==> src/shared/pin_combo_pkg.sv <==
package pin_combo_pkg;

    // Clock and timing
    localparam int CLOCK_MHZ = 100;
    localparam int HOLD_STEP_MS = 500;
    localparam int PULSE_STEP_US = 500;
    localparam int HOLD_STEP_CYCLES = HOLD_STEP_MS * 1000 * CLOCK_MHZ;
    localparam int PULSE_STEP_CYCLES = PULSE_STEP_US * CLOCK_MHZ;

    // Register offsets
    localparam logic [7:0] ADDR_LOWER_DRIVE = 8'h25;
    localparam logic [7:0] ADDR_UPPER_DRIVE = 8'h26;
    localparam logic [7:0] ADDR_LOWER_OUT_EN = 8'h27;
    localparam logic [7:0] ADDR_UPPER_OUT_EN = 8'h28;
    localparam logic [7:0] ADDR_LOWER_IN_EN = 8'h29;
    localparam logic [7:0] ADDR_UPPER_IN_EN = 8'h2A;
    localparam logic [7:0] ADDR_SLOT_ONE = 8'h2B;
    localparam logic [7:0] ADDR_SLOT_TWO = 8'h2C;
    localparam logic [7:0] ADDR_SLOT_THREE = 8'h2D;

    // Field layout
    localparam int PIN_COUNT = 11;
    localparam int LOWER_PINS = 6;
    localparam int UPPER_PINS = 5;
    localparam int SLOT_COUNT = 3;
    localparam int CODE_W = 7;
    localparam int LEVEL_BIT = 7;
    localparam logic [7:0] REG_RESET = 8'h00;
    localparam logic [10:0] PINS_RESET = 11'h000;
    localparam logic [6:0] NO_EVENT = 7'h00;
    localparam logic [7:0] READ_ZERO = 8'h00;

    typedef enum logic [3:0]
    {
        ST_IDLE = 4'b0001,
        ST_HOLD = 4'b0010,
        ST_PULSE = 4'b0100,
        ST_REARM = 4'b1000
    } combo_state_e;

    // Hold time in half-second steps; zero means immediate
    function automatic logic [5:0] hold_steps(input logic [3:0] code);
        case (code)
            4'h0: hold_steps = 6'h00;
            4'h1: hold_steps = 6'h02;
            4'h2: hold_steps = 6'h03;
            4'h3: hold_steps = 6'h04;
            4'h4: hold_steps = 6'h05;
            4'h5: hold_steps = 6'h06;
            4'h6: hold_steps = 6'h07;
            4'h7: hold_steps = 6'h08;
            4'h8: hold_steps = 6'h0A;
            4'h9: hold_steps = 6'h0C;
            4'hA: hold_steps = 6'h0E;
            4'hB: hold_steps = 6'h10;
            4'hC: hold_steps = 6'h12;
            4'hD: hold_steps = 6'h14;
            4'hE: hold_steps = 6'h16;
            default: hold_steps = 6'h18;
        endcase
    endfunction

    // Pulse width in 500 us steps: 500 us, 1 ms, 2 ms, 10 ms
    function automatic logic [4:0] pulse_steps(input logic [1:0] code);
        case (code)
            2'h0: pulse_steps = 5'h01;
            2'h1: pulse_steps = 5'h02;
            2'h2: pulse_steps = 5'h04;
            default: pulse_steps = 5'h14;
        endcase
    endfunction

endpackage

==> src/core/combo_slot.sv <==
module combo_slot
    import pin_combo_pkg::*;
(
    input wire logic clock,
    input wire logic rstn,
    input wire logic [7:0] slot_config,
    input wire logic config_write,
    input wire logic event_valid,
    input wire logic [pin_combo_pkg::CODE_W-1:0] event_code,
    input wire logic event_press,
    input wire logic event_is_key,
    output logic slot_used,
    output logic slot_met
);
    logic [CODE_W-1:0] code;
    logic level;
    logic hit;

    assign code = slot_config[CODE_W-1:0];
    assign level = slot_config[LEVEL_BIT];
    assign slot_used = code != NO_EVENT;
    assign hit = event_valid && slot_used && event_code == code;

    // A new selection forgets what the old one had seen
    always_ff @(posedge clock or negedge rstn)
    begin
        if (!rstn)
            slot_met <= 1'b0;
        else if (config_write)
            slot_met <= 1'b0;
        else if (hit && event_is_key)
            slot_met <= event_press == level;
        else if (hit)
            slot_met <= level & event_press;
    end

    a_key_level_match: assert property (
        @(posedge clock) disable iff (!rstn)
        hit && event_is_key && !config_write |=> slot_met == $past(event_press == level))
        else $error("key slot level match wrong");

    a_release_never_qualifies: assert property (
        @(posedge clock) disable iff (!rstn)
        hit && !event_is_key && !event_press |=> !slot_met)
        else $error("pin release qualified a slot");
endmodule

==> src/core/pin_combo_regs.sv <==
// Operation
// - Upper drive-mode bits pick open drain
// - Lower drive-mode bits pick open drain
// - Lower output-enable bits switch pin drivers
// - Upper output-enable bits switch pin drivers
// - Lower input-enable bits switch input paths
// - Upper input-enable bits switch input paths
// - Three slots: event code plus level
// - Zero code drops a slot
// - All used slots must match together
// - Key level bit picks pressed or released
// - Pin events qualify only on press
// - Every slot decodes level alike
// - Hold duration before reset, zero immediate
// - Reset pulse width from two-bit field
module pin_combo_regs
    import pin_combo_pkg::*;
(
    input wire logic clock,
    input wire logic rstn,
    input wire logic [7:0] reg_addr,
    input wire logic [7:0] reg_wdata,
    input wire logic reg_write,
    input wire logic reg_read,
    output logic [7:0] reg_rdata,
    input wire logic event_valid,
    input wire logic [pin_combo_pkg::CODE_W-1:0] event_code,
    input wire logic event_press,
    input wire logic event_is_key,
    input wire logic [3:0] hold_code,
    input wire logic [1:0] pulse_code,
    output logic [pin_combo_pkg::PIN_COUNT-1:0] pin_open_drain,
    output logic [pin_combo_pkg::PIN_COUNT-1:0] pin_output_on,
    output logic [pin_combo_pkg::PIN_COUNT-1:0] pin_input_on,
    output logic combo_met,
    output logic combo_pulse
);

    localparam logic [31:0] HOLD_LAST = 32'(HOLD_STEP_CYCLES - 1);
    localparam logic [31:0] PULSE_LAST = 32'(PULSE_STEP_CYCLES - 1);
    localparam logic [31:0] CYCLE_ZERO = 32'h0000_0000;
    localparam logic [31:0] CYCLE_ONE = 32'h0000_0001;
    localparam logic [5:0] NO_STEPS = 6'h00;
    localparam logic [5:0] ONE_STEP = 6'h01;

    logic [7:0] slot_cfg [SLOT_COUNT];
    logic [SLOT_COUNT-1:0] slot_write;
    logic [SLOT_COUNT-1:0] slot_used;
    logic [SLOT_COUNT-1:0] slot_met;
    logic any_used;
    logic all_met;
    logic condition;
    combo_state_e state;
    combo_state_e next_state;
    logic [31:0] cycle_count;
    logic [5:0] step_count;
    logic [5:0] step_target;
    logic step_done;
    logic last_step;

    function automatic logic [7:0] lower_field(input logic [PIN_COUNT-1:0] pins);
        lower_field = 8'(pins[LOWER_PINS-1:0]);
    endfunction

    function automatic logic [7:0] upper_field(input logic [PIN_COUNT-1:0] pins);
        upper_field = 8'(pins[PIN_COUNT-1:LOWER_PINS]);
    endfunction

    function automatic logic is_slot(input logic [7:0] addr);
        is_slot = addr == ADDR_SLOT_ONE || addr == ADDR_SLOT_TWO || addr == ADDR_SLOT_THREE;
    endfunction

    function automatic logic [1:0] slot_index(input logic [7:0] addr);
        if (addr == ADDR_SLOT_TWO)
            slot_index = 2'h1;
        else if (addr == ADDR_SLOT_THREE)
            slot_index = 2'h2;
        else
            slot_index = 2'h0;
    endfunction

    // Reserved bits are never stored, so they cannot read back
    always_ff @(posedge clock or negedge rstn)
    begin
        if (!rstn)
            pin_open_drain <= PINS_RESET;
        else if (reg_write && reg_addr == ADDR_LOWER_DRIVE)
            pin_open_drain[LOWER_PINS-1:0] <= reg_wdata[LOWER_PINS-1:0];
        else if (reg_write && reg_addr == ADDR_UPPER_DRIVE)
            pin_open_drain[PIN_COUNT-1:LOWER_PINS] <= reg_wdata[UPPER_PINS-1:0];
    end

    a_open_drain_write: assert property (
        @(posedge clock) disable iff (!rstn)
        reg_write && reg_addr == ADDR_UPPER_DRIVE
        |=> pin_open_drain[PIN_COUNT-1:LOWER_PINS] == $past(reg_wdata[UPPER_PINS-1:0]))
        else $error("upper drive mode not stored");

    always_ff @(posedge clock or negedge rstn)
    begin
        if (!rstn)
            pin_output_on <= PINS_RESET;
        else if (reg_write && reg_addr == ADDR_LOWER_OUT_EN)
            pin_output_on[LOWER_PINS-1:0] <= reg_wdata[LOWER_PINS-1:0];
        else if (reg_write && reg_addr == ADDR_UPPER_OUT_EN)
            pin_output_on[PIN_COUNT-1:LOWER_PINS] <= reg_wdata[UPPER_PINS-1:0];
    end

    always_ff @(posedge clock or negedge rstn)
    begin
        if (!rstn)
            pin_input_on <= PINS_RESET;
        else if (reg_write && reg_addr == ADDR_LOWER_IN_EN)
            pin_input_on[LOWER_PINS-1:0] <= reg_wdata[LOWER_PINS-1:0];
        else if (reg_write && reg_addr == ADDR_UPPER_IN_EN)
            pin_input_on[PIN_COUNT-1:LOWER_PINS] <= reg_wdata[UPPER_PINS-1:0];
    end

    always_ff @(posedge clock or negedge rstn)
    begin
        if (!rstn)
        begin
            for (int i = 0; i < SLOT_COUNT; i++)
                slot_cfg[i] <= REG_RESET;
        end
        else if (reg_write && is_slot(reg_addr))
            slot_cfg[slot_index(reg_addr)] <= reg_wdata;
    end

    always_comb
    begin
        slot_write = '0;
        if (reg_write && is_slot(reg_addr))
            slot_write[slot_index(reg_addr)] = 1'b1;
    end

    for (genvar g = 0; g < SLOT_COUNT; g++)
    begin : g_slot
        combo_slot i_slot
        (
            .clock(clock),
            .rstn(rstn),
            .slot_config(slot_cfg[g]),
            .config_write(slot_write[g]),
            .event_valid(event_valid),
            .event_code(event_code),
            .event_press(event_press),
            .event_is_key(event_is_key),
            .slot_used(slot_used[g]),
            .slot_met(slot_met[g])
        );
    end

    // Unused slots pass; with no slot in use nothing can trigger
    assign any_used = |slot_used;
    assign all_met = &(slot_met | ~slot_used);
    assign condition = any_used && all_met;

    always_ff @(posedge clock or negedge rstn)
    begin
        if (!rstn)
            combo_met <= 1'b0;
        else
            combo_met <= condition;
    end

    a_combo_follows_slots: assert property (
        @(posedge clock) disable iff (!rstn)
        combo_met == $past(condition))
        else $error("combo flag not all slots");

    a_unused_slots_idle: assert property (
        @(posedge clock) disable iff (!rstn)
        slot_used == '0 |=> !combo_met)
        else $error("combo met with no slot used");

    assign step_done = (state == ST_HOLD && cycle_count == HOLD_LAST) ||
        (state == ST_PULSE && cycle_count == PULSE_LAST);
    assign last_step = step_done && step_count == step_target - ONE_STEP;

    // Rearm waits for release so one held combo gives one pulse
    always_comb
    begin
        next_state = state;
        case (state)
            ST_IDLE:
                if (condition && hold_steps(hold_code) == NO_STEPS)
                    next_state = ST_PULSE;
                else if (condition)
                    next_state = ST_HOLD;
            ST_HOLD:
                if (!condition)
                    next_state = ST_IDLE;
                else if (last_step)
                    next_state = ST_PULSE;
            ST_PULSE:
                if (last_step)
                    next_state = ST_REARM;
            ST_REARM:
                if (!condition)
                    next_state = ST_IDLE;
            default:
                next_state = ST_IDLE;
        endcase
    end

    always_ff @(posedge clock or negedge rstn)
    begin
        if (!rstn)
            state <= ST_IDLE;
        else
            state <= next_state;
    end

    // Codes are latched on entry so a mid-count change cannot stretch a phase
    always_ff @(posedge clock or negedge rstn)
    begin
        if (!rstn)
            step_target <= NO_STEPS;
        else if (state != ST_HOLD && next_state == ST_HOLD)
            step_target <= hold_steps(hold_code);
        else if (state != ST_PULSE && next_state == ST_PULSE)
            step_target <= 6'(pulse_steps(pulse_code));
    end

    always_ff @(posedge clock or negedge rstn)
    begin
        if (!rstn)
            cycle_count <= CYCLE_ZERO;
        else if (next_state != state || step_done)
            cycle_count <= CYCLE_ZERO;
        else if (state == ST_HOLD || state == ST_PULSE)
            cycle_count <= cycle_count + CYCLE_ONE;
    end

    always_ff @(posedge clock or negedge rstn)
    begin
        if (!rstn)
            step_count <= NO_STEPS;
        else if (next_state != state)
            step_count <= NO_STEPS;
        else if (step_done)
            step_count <= step_count + ONE_STEP;
    end

    always_ff @(posedge clock or negedge rstn)
    begin
        if (!rstn)
            combo_pulse <= 1'b0;
        else
            combo_pulse <= next_state == ST_PULSE;
    end

    a_immediate_pulse: assert property (
        @(posedge clock) disable iff (!rstn)
        state == ST_IDLE && condition && hold_steps(hold_code) == NO_STEPS |=> combo_pulse)
        else $error("immediate hold gave no pulse");

    a_pulse_not_glitch: assert property (
        @(posedge clock) disable iff (!rstn)
        $rose(combo_pulse) |=> combo_pulse)
        else $error("reset pulse too short");

    always_ff @(posedge clock or negedge rstn)
    begin
        if (!rstn)
            reg_rdata <= READ_ZERO;
        else if (reg_read)
        begin
            if (reg_addr == ADDR_LOWER_DRIVE)
                reg_rdata <= lower_field(pin_open_drain);
            else if (reg_addr == ADDR_UPPER_DRIVE)
                reg_rdata <= upper_field(pin_open_drain);
            else if (reg_addr == ADDR_LOWER_OUT_EN)
                reg_rdata <= lower_field(pin_output_on);
            else if (reg_addr == ADDR_UPPER_OUT_EN)
                reg_rdata <= upper_field(pin_output_on);
            else if (reg_addr == ADDR_LOWER_IN_EN)
                reg_rdata <= lower_field(pin_input_on);
            else if (reg_addr == ADDR_UPPER_IN_EN)
                reg_rdata <= upper_field(pin_input_on);
            else if (is_slot(reg_addr))
                reg_rdata <= slot_cfg[slot_index(reg_addr)];
            else
                reg_rdata <= READ_ZERO;
        end
    end

    a_reserved_read_zero: assert property (
        @(posedge clock) disable iff (!rstn)
        reg_read && reg_addr == ADDR_UPPER_OUT_EN |=> (reg_rdata >> UPPER_PINS) == READ_ZERO)
        else $error("reserved bits read nonzero");
endmodule

==> config.mk <==
export PLATFORM = sky130hd
export DESIGN_NAME = pin_combo_regs
export DESIGN_NICKNAME = d
export VERILOG_FILES = /design/src/shared/pin_combo_pkg.sv /design/src/core/combo_slot.sv /design/src/core/pin_combo_regs.sv
export SDC_FILE = /design/constraint.sdc
export NUM_CORES = 1
export LEC_CHECK = 0
export BUFFER_PORTS_ARGS = -buffer_cell sky130_fd_sc_hd__buf_2
export CAP_MARGIN = 20
export CORE_UTILIZATION = 59
export DETAILED_ROUTE_END_ITERATION = 10
export HOLD_SLACK_MARGIN = 0.03
export PLACE_DENSITY = 0.87
export RECOVER_POWER = 25
export SLEW_MARGIN = 40
export SYNTH_ARGS = -nofsm -noshare
export SYNTH_HDL_FRONTEND = slang
export SYNTH_SLANG_ARGS = --single-unit
==> constraint.sdc <==
create_clock -name clock -period 2.9 [get_ports clock]
set_clock_uncertainty 0.15 [all_clocks]
set_input_delay 0.145 -clock clock [delete_from_list [all_inputs] [get_ports clock]]
set_output_delay 0.145 -clock clock [all_outputs]
set_load 0.02 [all_outputs]
; ---- Yosys cells after proc, flatten, opt, wreduce, memory -nomap -nowiden
; Memory sizes are Yosys's and may differ from the RTL's.
; Index checks and enable logic that the tools add are counted.
[totals]
output_inout_bits = 43
word_cells = 165
in_bits = 36
romBits = 160
memories = 2
reg_bits = 118
[classes]
n_bitwise = 10
mux = 51
eq_ne = 29
addsub = 3
order_cmp = 5
n_reduce_logical = 46
[memory_table]
columns = memory, depth, word_bits, read_ports, rd_ports_with_merged_regs, write_ports, line
row1 = (no name shown), 16, 5, 1, 0, 0, pin_combo_pkg.sv:43  ; case (code)
row2 = (no name shown), 16, 5, 1, 0, 0, pin_combo_pkg.sv:43
[ops]
columns = operator, n
row1 = $mux W8, 10
row2 = $eq A8 B6 Y1 const B, 9
row3 = $mux W32, 2
row4 = $add A32 B1 Y32 const B, 1
row5 = $eq A32 B16 Y1 const B, 1
row6 = $eq A32 B26 Y1 const B, 1
row7 = $mux W6, 5
row8 = $logic_and A1 B1 Y1, 25
row9 = $bwmux W24, 1
row10 = $mux W4, 6
row11 = $mux W2, 11
row12 = $eq A7 B7 Y1, 3
row13 = $reduce_bool A7 Y1, 3
row14 = $bmux W8 S2, 1
row15 = $demux W8 S2, 1
row16 = $pmux W4 S4, 1
row17 = $pmux W5 S3, 1
row18 = $mux W1, 10
row19 = $reduce_bool A3 Y1, 3
row20 = $eq A4 B2 Y1 const B, 2
row21 = $eq A4 B3 Y1 const B, 2
row22 = $add A6 B1 Y6 const B, 1
row23 = $eq A6 B6 Y1, 1
row24 = $ge A3 B3 Y1 const B, 2
row25 = 26 further kinds, 41

; ---- Longest topological paths before layout
[depth]
depth_word = 22
ltp_mapped = 11
depth_no_buf = 9

; ---- By module
; A second synthesis with hierarchy kept.
[unflattened]
cells_unflattened = 665
area_unflattened_um2 = 6666.4
[by_module_without_submodules]
columns = module, area_per_inst_um2, cells_per_inst, seq_area_each_um2, instances
row1 = pin_combo_regs, 6032.0, 590, 2854.0, 1
row2 = combo_slot, 211.5, 25, 25.0, 3

; ---- Least setup slack after synthesis
; No wires, ideal clock.
[synth_path]
path_kind = flip-flop to flip-flop
start = register slot_cfg[11] (netlist bit)
end = register cycle_count[18]
required_ps = 2631
stages_incl_launch_ff = 9
t_arrival_ps = 2396
setup_ps = 119
path_slack_ps = 235
n_path_buf = 1
path_cell_list = dfrtp_1 -> or4_4 -> o41a_1 -> a311oi_4 -> a21bo_1 -> a21oi_2 -> o211ai_4 -> buf_6 -> nor2_2
[synth_via]
elab_chain_len = 11
word_cells_on_any_way = 16
[synth_lines]
columns = item, line
row1 = start: declaration, pin_combo_regs.sv:46  ; logic [7:0] slot_cfg [SLOT_COUNT];
row2 = start signal: indexed assignment, pin_combo_regs.sv:127  ; slot_cfg[slot_index(reg_addr)] <= reg_wdata;
row3 = $reduce_bool A7 Y1 *, combo_slot.sv:21  ; assign slot_used = code != NO_EVENT;
row4 = $not A3 Y3, pin_combo_regs.sv:156  ; assign all_met = &(slot_met | ~slot_used);
row5 = $or A3 B3 Y3, pin_combo_regs.sv:156
row6 = $reduce_and A3 Y1, pin_combo_regs.sv:156
row7 = $logic_and A1 B1 Y1 *, pin_combo_regs.sv:157  ; assign condition = any_used && all_met;
row8 = $mux W4 or $logic_and A1 B1 Y1 (tied branches), "pin_combo_regs.sv:189, pin_combo_regs.sv:187"
row9 = $mux W4, pin_combo_regs.sv:187  ; if (condition && hold_steps(hold_code) == NO_STEPS)
row10 = $pmux W4 S4 *, pin_combo_regs.sv:185  ; case (state)
row11 = $ne A4 B4 Y1 *, pin_combo_regs.sv:230  ; else if (next_state != state || step_done)
row12 = $logic_or A1 B1 Y1 *, pin_combo_regs.sv:230
row13 = $mux W32 or $reduce_bool A2 Y1 (tied branches), -
row14 = end signal: assignment, pin_combo_regs.sv:233  ; cycle_count <= cycle_count + CYCLE_ONE;
row15 = end: declaration, pin_combo_regs.sv:55  ; logic [31:0] cycle_count;
; Mark *: on every way between the ends. The rest lies on a longest branch, timed or not.
; A chain may end at the register's enable or synchronous reset.

; ---- Worst setup path in the final report
[layout_path]
start = register slot_cfg[19] (netlist bit)
end = register cycle_count[4]
; Same word-level chain as after synthesis.

==> run_results.csv <==
group,metric,value,unit
outcome,status,"finished, final reports clean",
worst_setup_path,cp_slowest_cell,"or4_1",
clock_tree,cts_tree,"yes",
grt,gr-usage-all-layers,0.340,
floorplanning,die_height,107,um
final_layout,layout.nets,800,
drt,vias,5792,
grt,gr-usage-met1,0.408,
final_layout,antenna_cells,0,
final_layout,area_growth,23.6,%
clock_tree,clock_sinks,117,
worst_setup_path,crit_chain,"or4_1 > o41a_1 > a311oi_4 > buf_6 > nand3_2 > a21oi_4 > o211ai_2 > buf_12 > nor2_1",
worst_setup_path,required,3.21,ns
logic_synthesis,post-synth-top-area-cell,"dfrtp_1",
logic_synthesis,seq_area_frac_synth,0.453,
floorplanning,io_pins,79,
timing,drv_slew,0,
job,max_cap_violations,0,
final_layout,final_cell_area,8000,um2
pwr,power,5.33,mW
timing,max_slew_margin,0.0457,
logic_synthesis,synthAdderAreaFrac,0.0174,
clock_tree,clockBufferDepth,2,
drt,antenna_left,0,
final_layout,drive_gt1_frac,0.288,
logic_synthesis,netlist_area,6470,um2
timing,max_freq,0.352,GHz
drt,avgViaCountPerCell,6.41,
timing,min_period,2.84,ns
clock_tree,clock_latency,0.54,ns
pwr,p_per_area,667,nW/um2
logic_synthesis,synth_seq_cells,117,
worst_setup_path,arrival,3.15,ns
worst_setup_path,start_kind,"flop",
floorplanning,num_rows,37,
logic_synthesis,synthDistinctLibCells,68,
timing,setup_viol,0,
placement,port_buffers,78,
logic_synthesis,synthFlopType,"dfrtp_1",
worst_setup_path,worst-path-max-fanout,20,
min_path,hold_class,"input port to flop",
final_layout,final.fill_count,638,
grt,antenna_found_initial,0,
worst_setup_path,path_depth,9,
clock_tree,path_clk_slew,0.06,ns
grt,use_met2,0.574,
floorplanning,core_area,10500,um2
logic_synthesis,synth.avg_cell_area,10.2,um2
grt,met3_usage,0.0790,
floorplanning,dieArea,11400,um2
logic_synthesis,synthMuxAreaShare,0.113,
logic_synthesis,synth_cells,634,
placement,place_area,7130,um2
logic_synthesis,synth-compound-area-share,0.121,
logic_synthesis,synth_top_family_by_area,"simple AND/OR/NAND/NOR gates",
grt,grt_pass1_vias,5896,
drt,wl,18.3,mm
worst_setup_path,path_class,"flop to flop",
placement,gp_congestion,0.923,
timing,worst-slew-pin-transition,1.43,ns
logic_synthesis,yosysWarnings,0,
grt,grt_pass1_wl,29.7,mm
logic_synthesis,synth_xor_area_frac,0.0839,
drt,drt_iter0_drc,432,
floorplanning,initial_utilization,0.619,
timing,period_share,0.981,
logic_synthesis,synth_edf_count,0,
placement,hpwl,11.4,mm
logic_synthesis,synthSimpleGateAreaFrac,0.182,
clock_tree,cts_made_buffers,17,
min_path,min_path_cells,5,
worst_setup_path,cp_slowest_stage_delay,0.57,ns
timing,hold_viol_final,0,
logic_synthesis,async_reset_ff_frac,1.00,
drt,drc,0,
pwr,p_leak,3.61,nW
grt,overflow,0,
logic_synthesis,synthesis.nets,679,
grt,grt.busiest_layer,"met2",
drt,dr.pass1.iters,9,
floorplanning,fp.dieW,107,um
clock_tree,htreeDepth,4,
worst_setup_path,cp_top_family,"compound AO/OA/AOI/OAI gates",
grt,grt_max_degree,61,
logic_synthesis,synth_area_leaders,"dfrtp_1 45%, mux2_2 10%, xnor2_1 6.4%",
worst_setup_path,reg2reg_depth,9,
worst_setup_path,crit_buf_inv,2,
clock_tree,cts_root_buf,"clkbuf_8",
drt,avgRoutedWirePerCell,20.2,um
pwr,ir_worst_vdd,551,uV
worst_setup_path,end_kind,"flop",
logic_synthesis,yosys.area.top_type_share,0.448,
layout by cell type (no fill, tap or decap), types with 4 or more instances in the layout:
master	Yosys	final
ha_1	9	9
dfrtp_1	116	116
nor4_1	12	11
mux2i_1	8	8
mux2_2	58	58
a221oi_1	5	5
o22a_1	4	4
a21oi_1	24	24
a31oi_1	9	9
clkbuf_16	0	16
nand3_1	21	18
nor2_2	10	10
and3_1	5	5
and2_1	5	5
nor2_1	70	70
xnor2_1	47	47
nor2b_1	7	7
o22ai_1	4	4
inv_1	25	25
nand2_1	44	44
nand2b_1	7	7
clkinv_4	0	6
o32a_1	4	4
xor2_1	15	15
dlygate4sd3_1	0	22
buf_4	0	18
a211oi_1	10	10
a22oi_1	6	6
o31ai_1	5	5
nor3_1	12	12
nand4_1	15	15
buf_2	3	77
o21ai_0	8	8
kinds of logic (layout without fill, tap and decap cells):
kind of cell | count (synthesis) | count (layout)
AOI/OAI and AO/OA | 104 | 104
xor gates and xnor gates | 62 | 62
adders and majority gates | 9 | 9
buffers and inverters | 45 | 179
DFF | 117 | 117
muxes | 66 | 66
and+or+nand+nor | 231 | 231
cell usage after synthesis (4+ instances only):
| master | instances |
|---|---|
| nor4_1 | 12 |
| xnor2_1 | 47 |
| xor2_1 | 15 |
| dfrtp_1 | 116 |
| a211oi_1 | 10 |
| o22ai_1 | 4 |
| a31oi_1 | 9 |
| nor3_1 | 12 |
| o21ai_0 | 8 |
| nand2b_1 | 7 |
| a221oi_1 | 5 |
| and3_1 | 5 |
| nand4_1 | 15 |
| nand2_1 | 44 |
| nor2b_1 | 7 |
| nand3_1 | 21 |
| mux2i_1 | 8 |
| mux2_2 | 58 |
| ha_1 | 9 |
| o32a_1 | 4 |
| o31ai_1 | 5 |
| o22a_1 | 4 |
| a22oi_1 | 6 |
| nor2_2 | 10 |
| inv_1 | 25 |
| nor2_1 | 70 |
| a21oi_1 | 24 |
| clkbuf_1 | 12 |
| and2_1 | 5 |
report_power, final:
part,internal (mW),switching (mW)
combinational,0.540,0.723
sequential,1.75,0.157
clock,1.37,0.800
total,3.66,1.68
worst paths after layout:
path,startpoint,to,slack [ns]
min in group asynchronous,rstn,step_count[3],0.33
max in group asynchronous,rstn,pin_input_on[2],0.64
max reg2reg,slot_cfg[19],cycle_count[4],0.06
min reg2reg,reg_rdata[0],reg_rdata[0],0.36
min,event_code[5],g_slot[1].i_slot.slot_met,0.10
max,slot_cfg[19],cycle_count[4],0.06
sequential cells by signal (all words and copies together) (netlist names):
register	cells
step_target	5
combo_pulse	1
g_slot.i_slot.slot_met	3
pin_output_on	11
pin_open_drain	11
cycle_count	32
reg_rdata	8
slot_cfg	24
step_count	6
pin_input_on	11
combo_met	1
state	4
metrics by stage:
step / hold slack, ns / worst slack (ns) / util / std cells / setup TNS (ns)
finish: 0.105 / 0.0552 / 0.765 / 904 / 0
global route: 0.126 / -0.0292 / 0.765 / 904 / -0.252
CTS: 0.0325 / 0.0451 / 0.761 / 903 / 0
detailed placement: 0.101 / 0.0711 / 0.681 / 849 / 0
global placement: 0.0839 / 0.172 / 0.681 / 849 / 0
floorplan: -0.301 / 0.235 / - / 634 / 0
routing by layer:
metal	share of wire	wire length, um	up-vias
li1	-	-	2529
met3	0.077	1400	91
met4	0.047	850	0
met2	0.50	9200	332
met5	0	0	-
met1	0.37	6810	2840
area by class of cell:
| type | instances | area, um2 | area share |
|---|---|---|---|
| multi-input cells | 472 | 3390 | 0.424 |
| flip-flops and latches | 117 | 2930 | 0.366 |
| clock buffers | 19 | 442 | 0.0552 |
| repair buffers | 122 | 805 | 0.101 |
| clock inverters | 13 | 173 | 0.0216 |
| well taps | 136 | 170 | 0.0213 |
| inverters | 25 | 93.8 | 0.0117 |
repair_timing:
item	in CTS	in global routing
buffers inserted	0	1
endpoints found under the setup margin	0	43
hold endpoints to repair	129	0
hold buffers	22	0
gates resized for setup	0	10
worst min-delay path: cells and delay by family:
family,cells,cell delay [ns]
compound gates,1,0.23
xor+xnor,1,0.07
simple gates,2,0.13
buf+inv,1,0.14
Power figures use the tool's default switching activity.
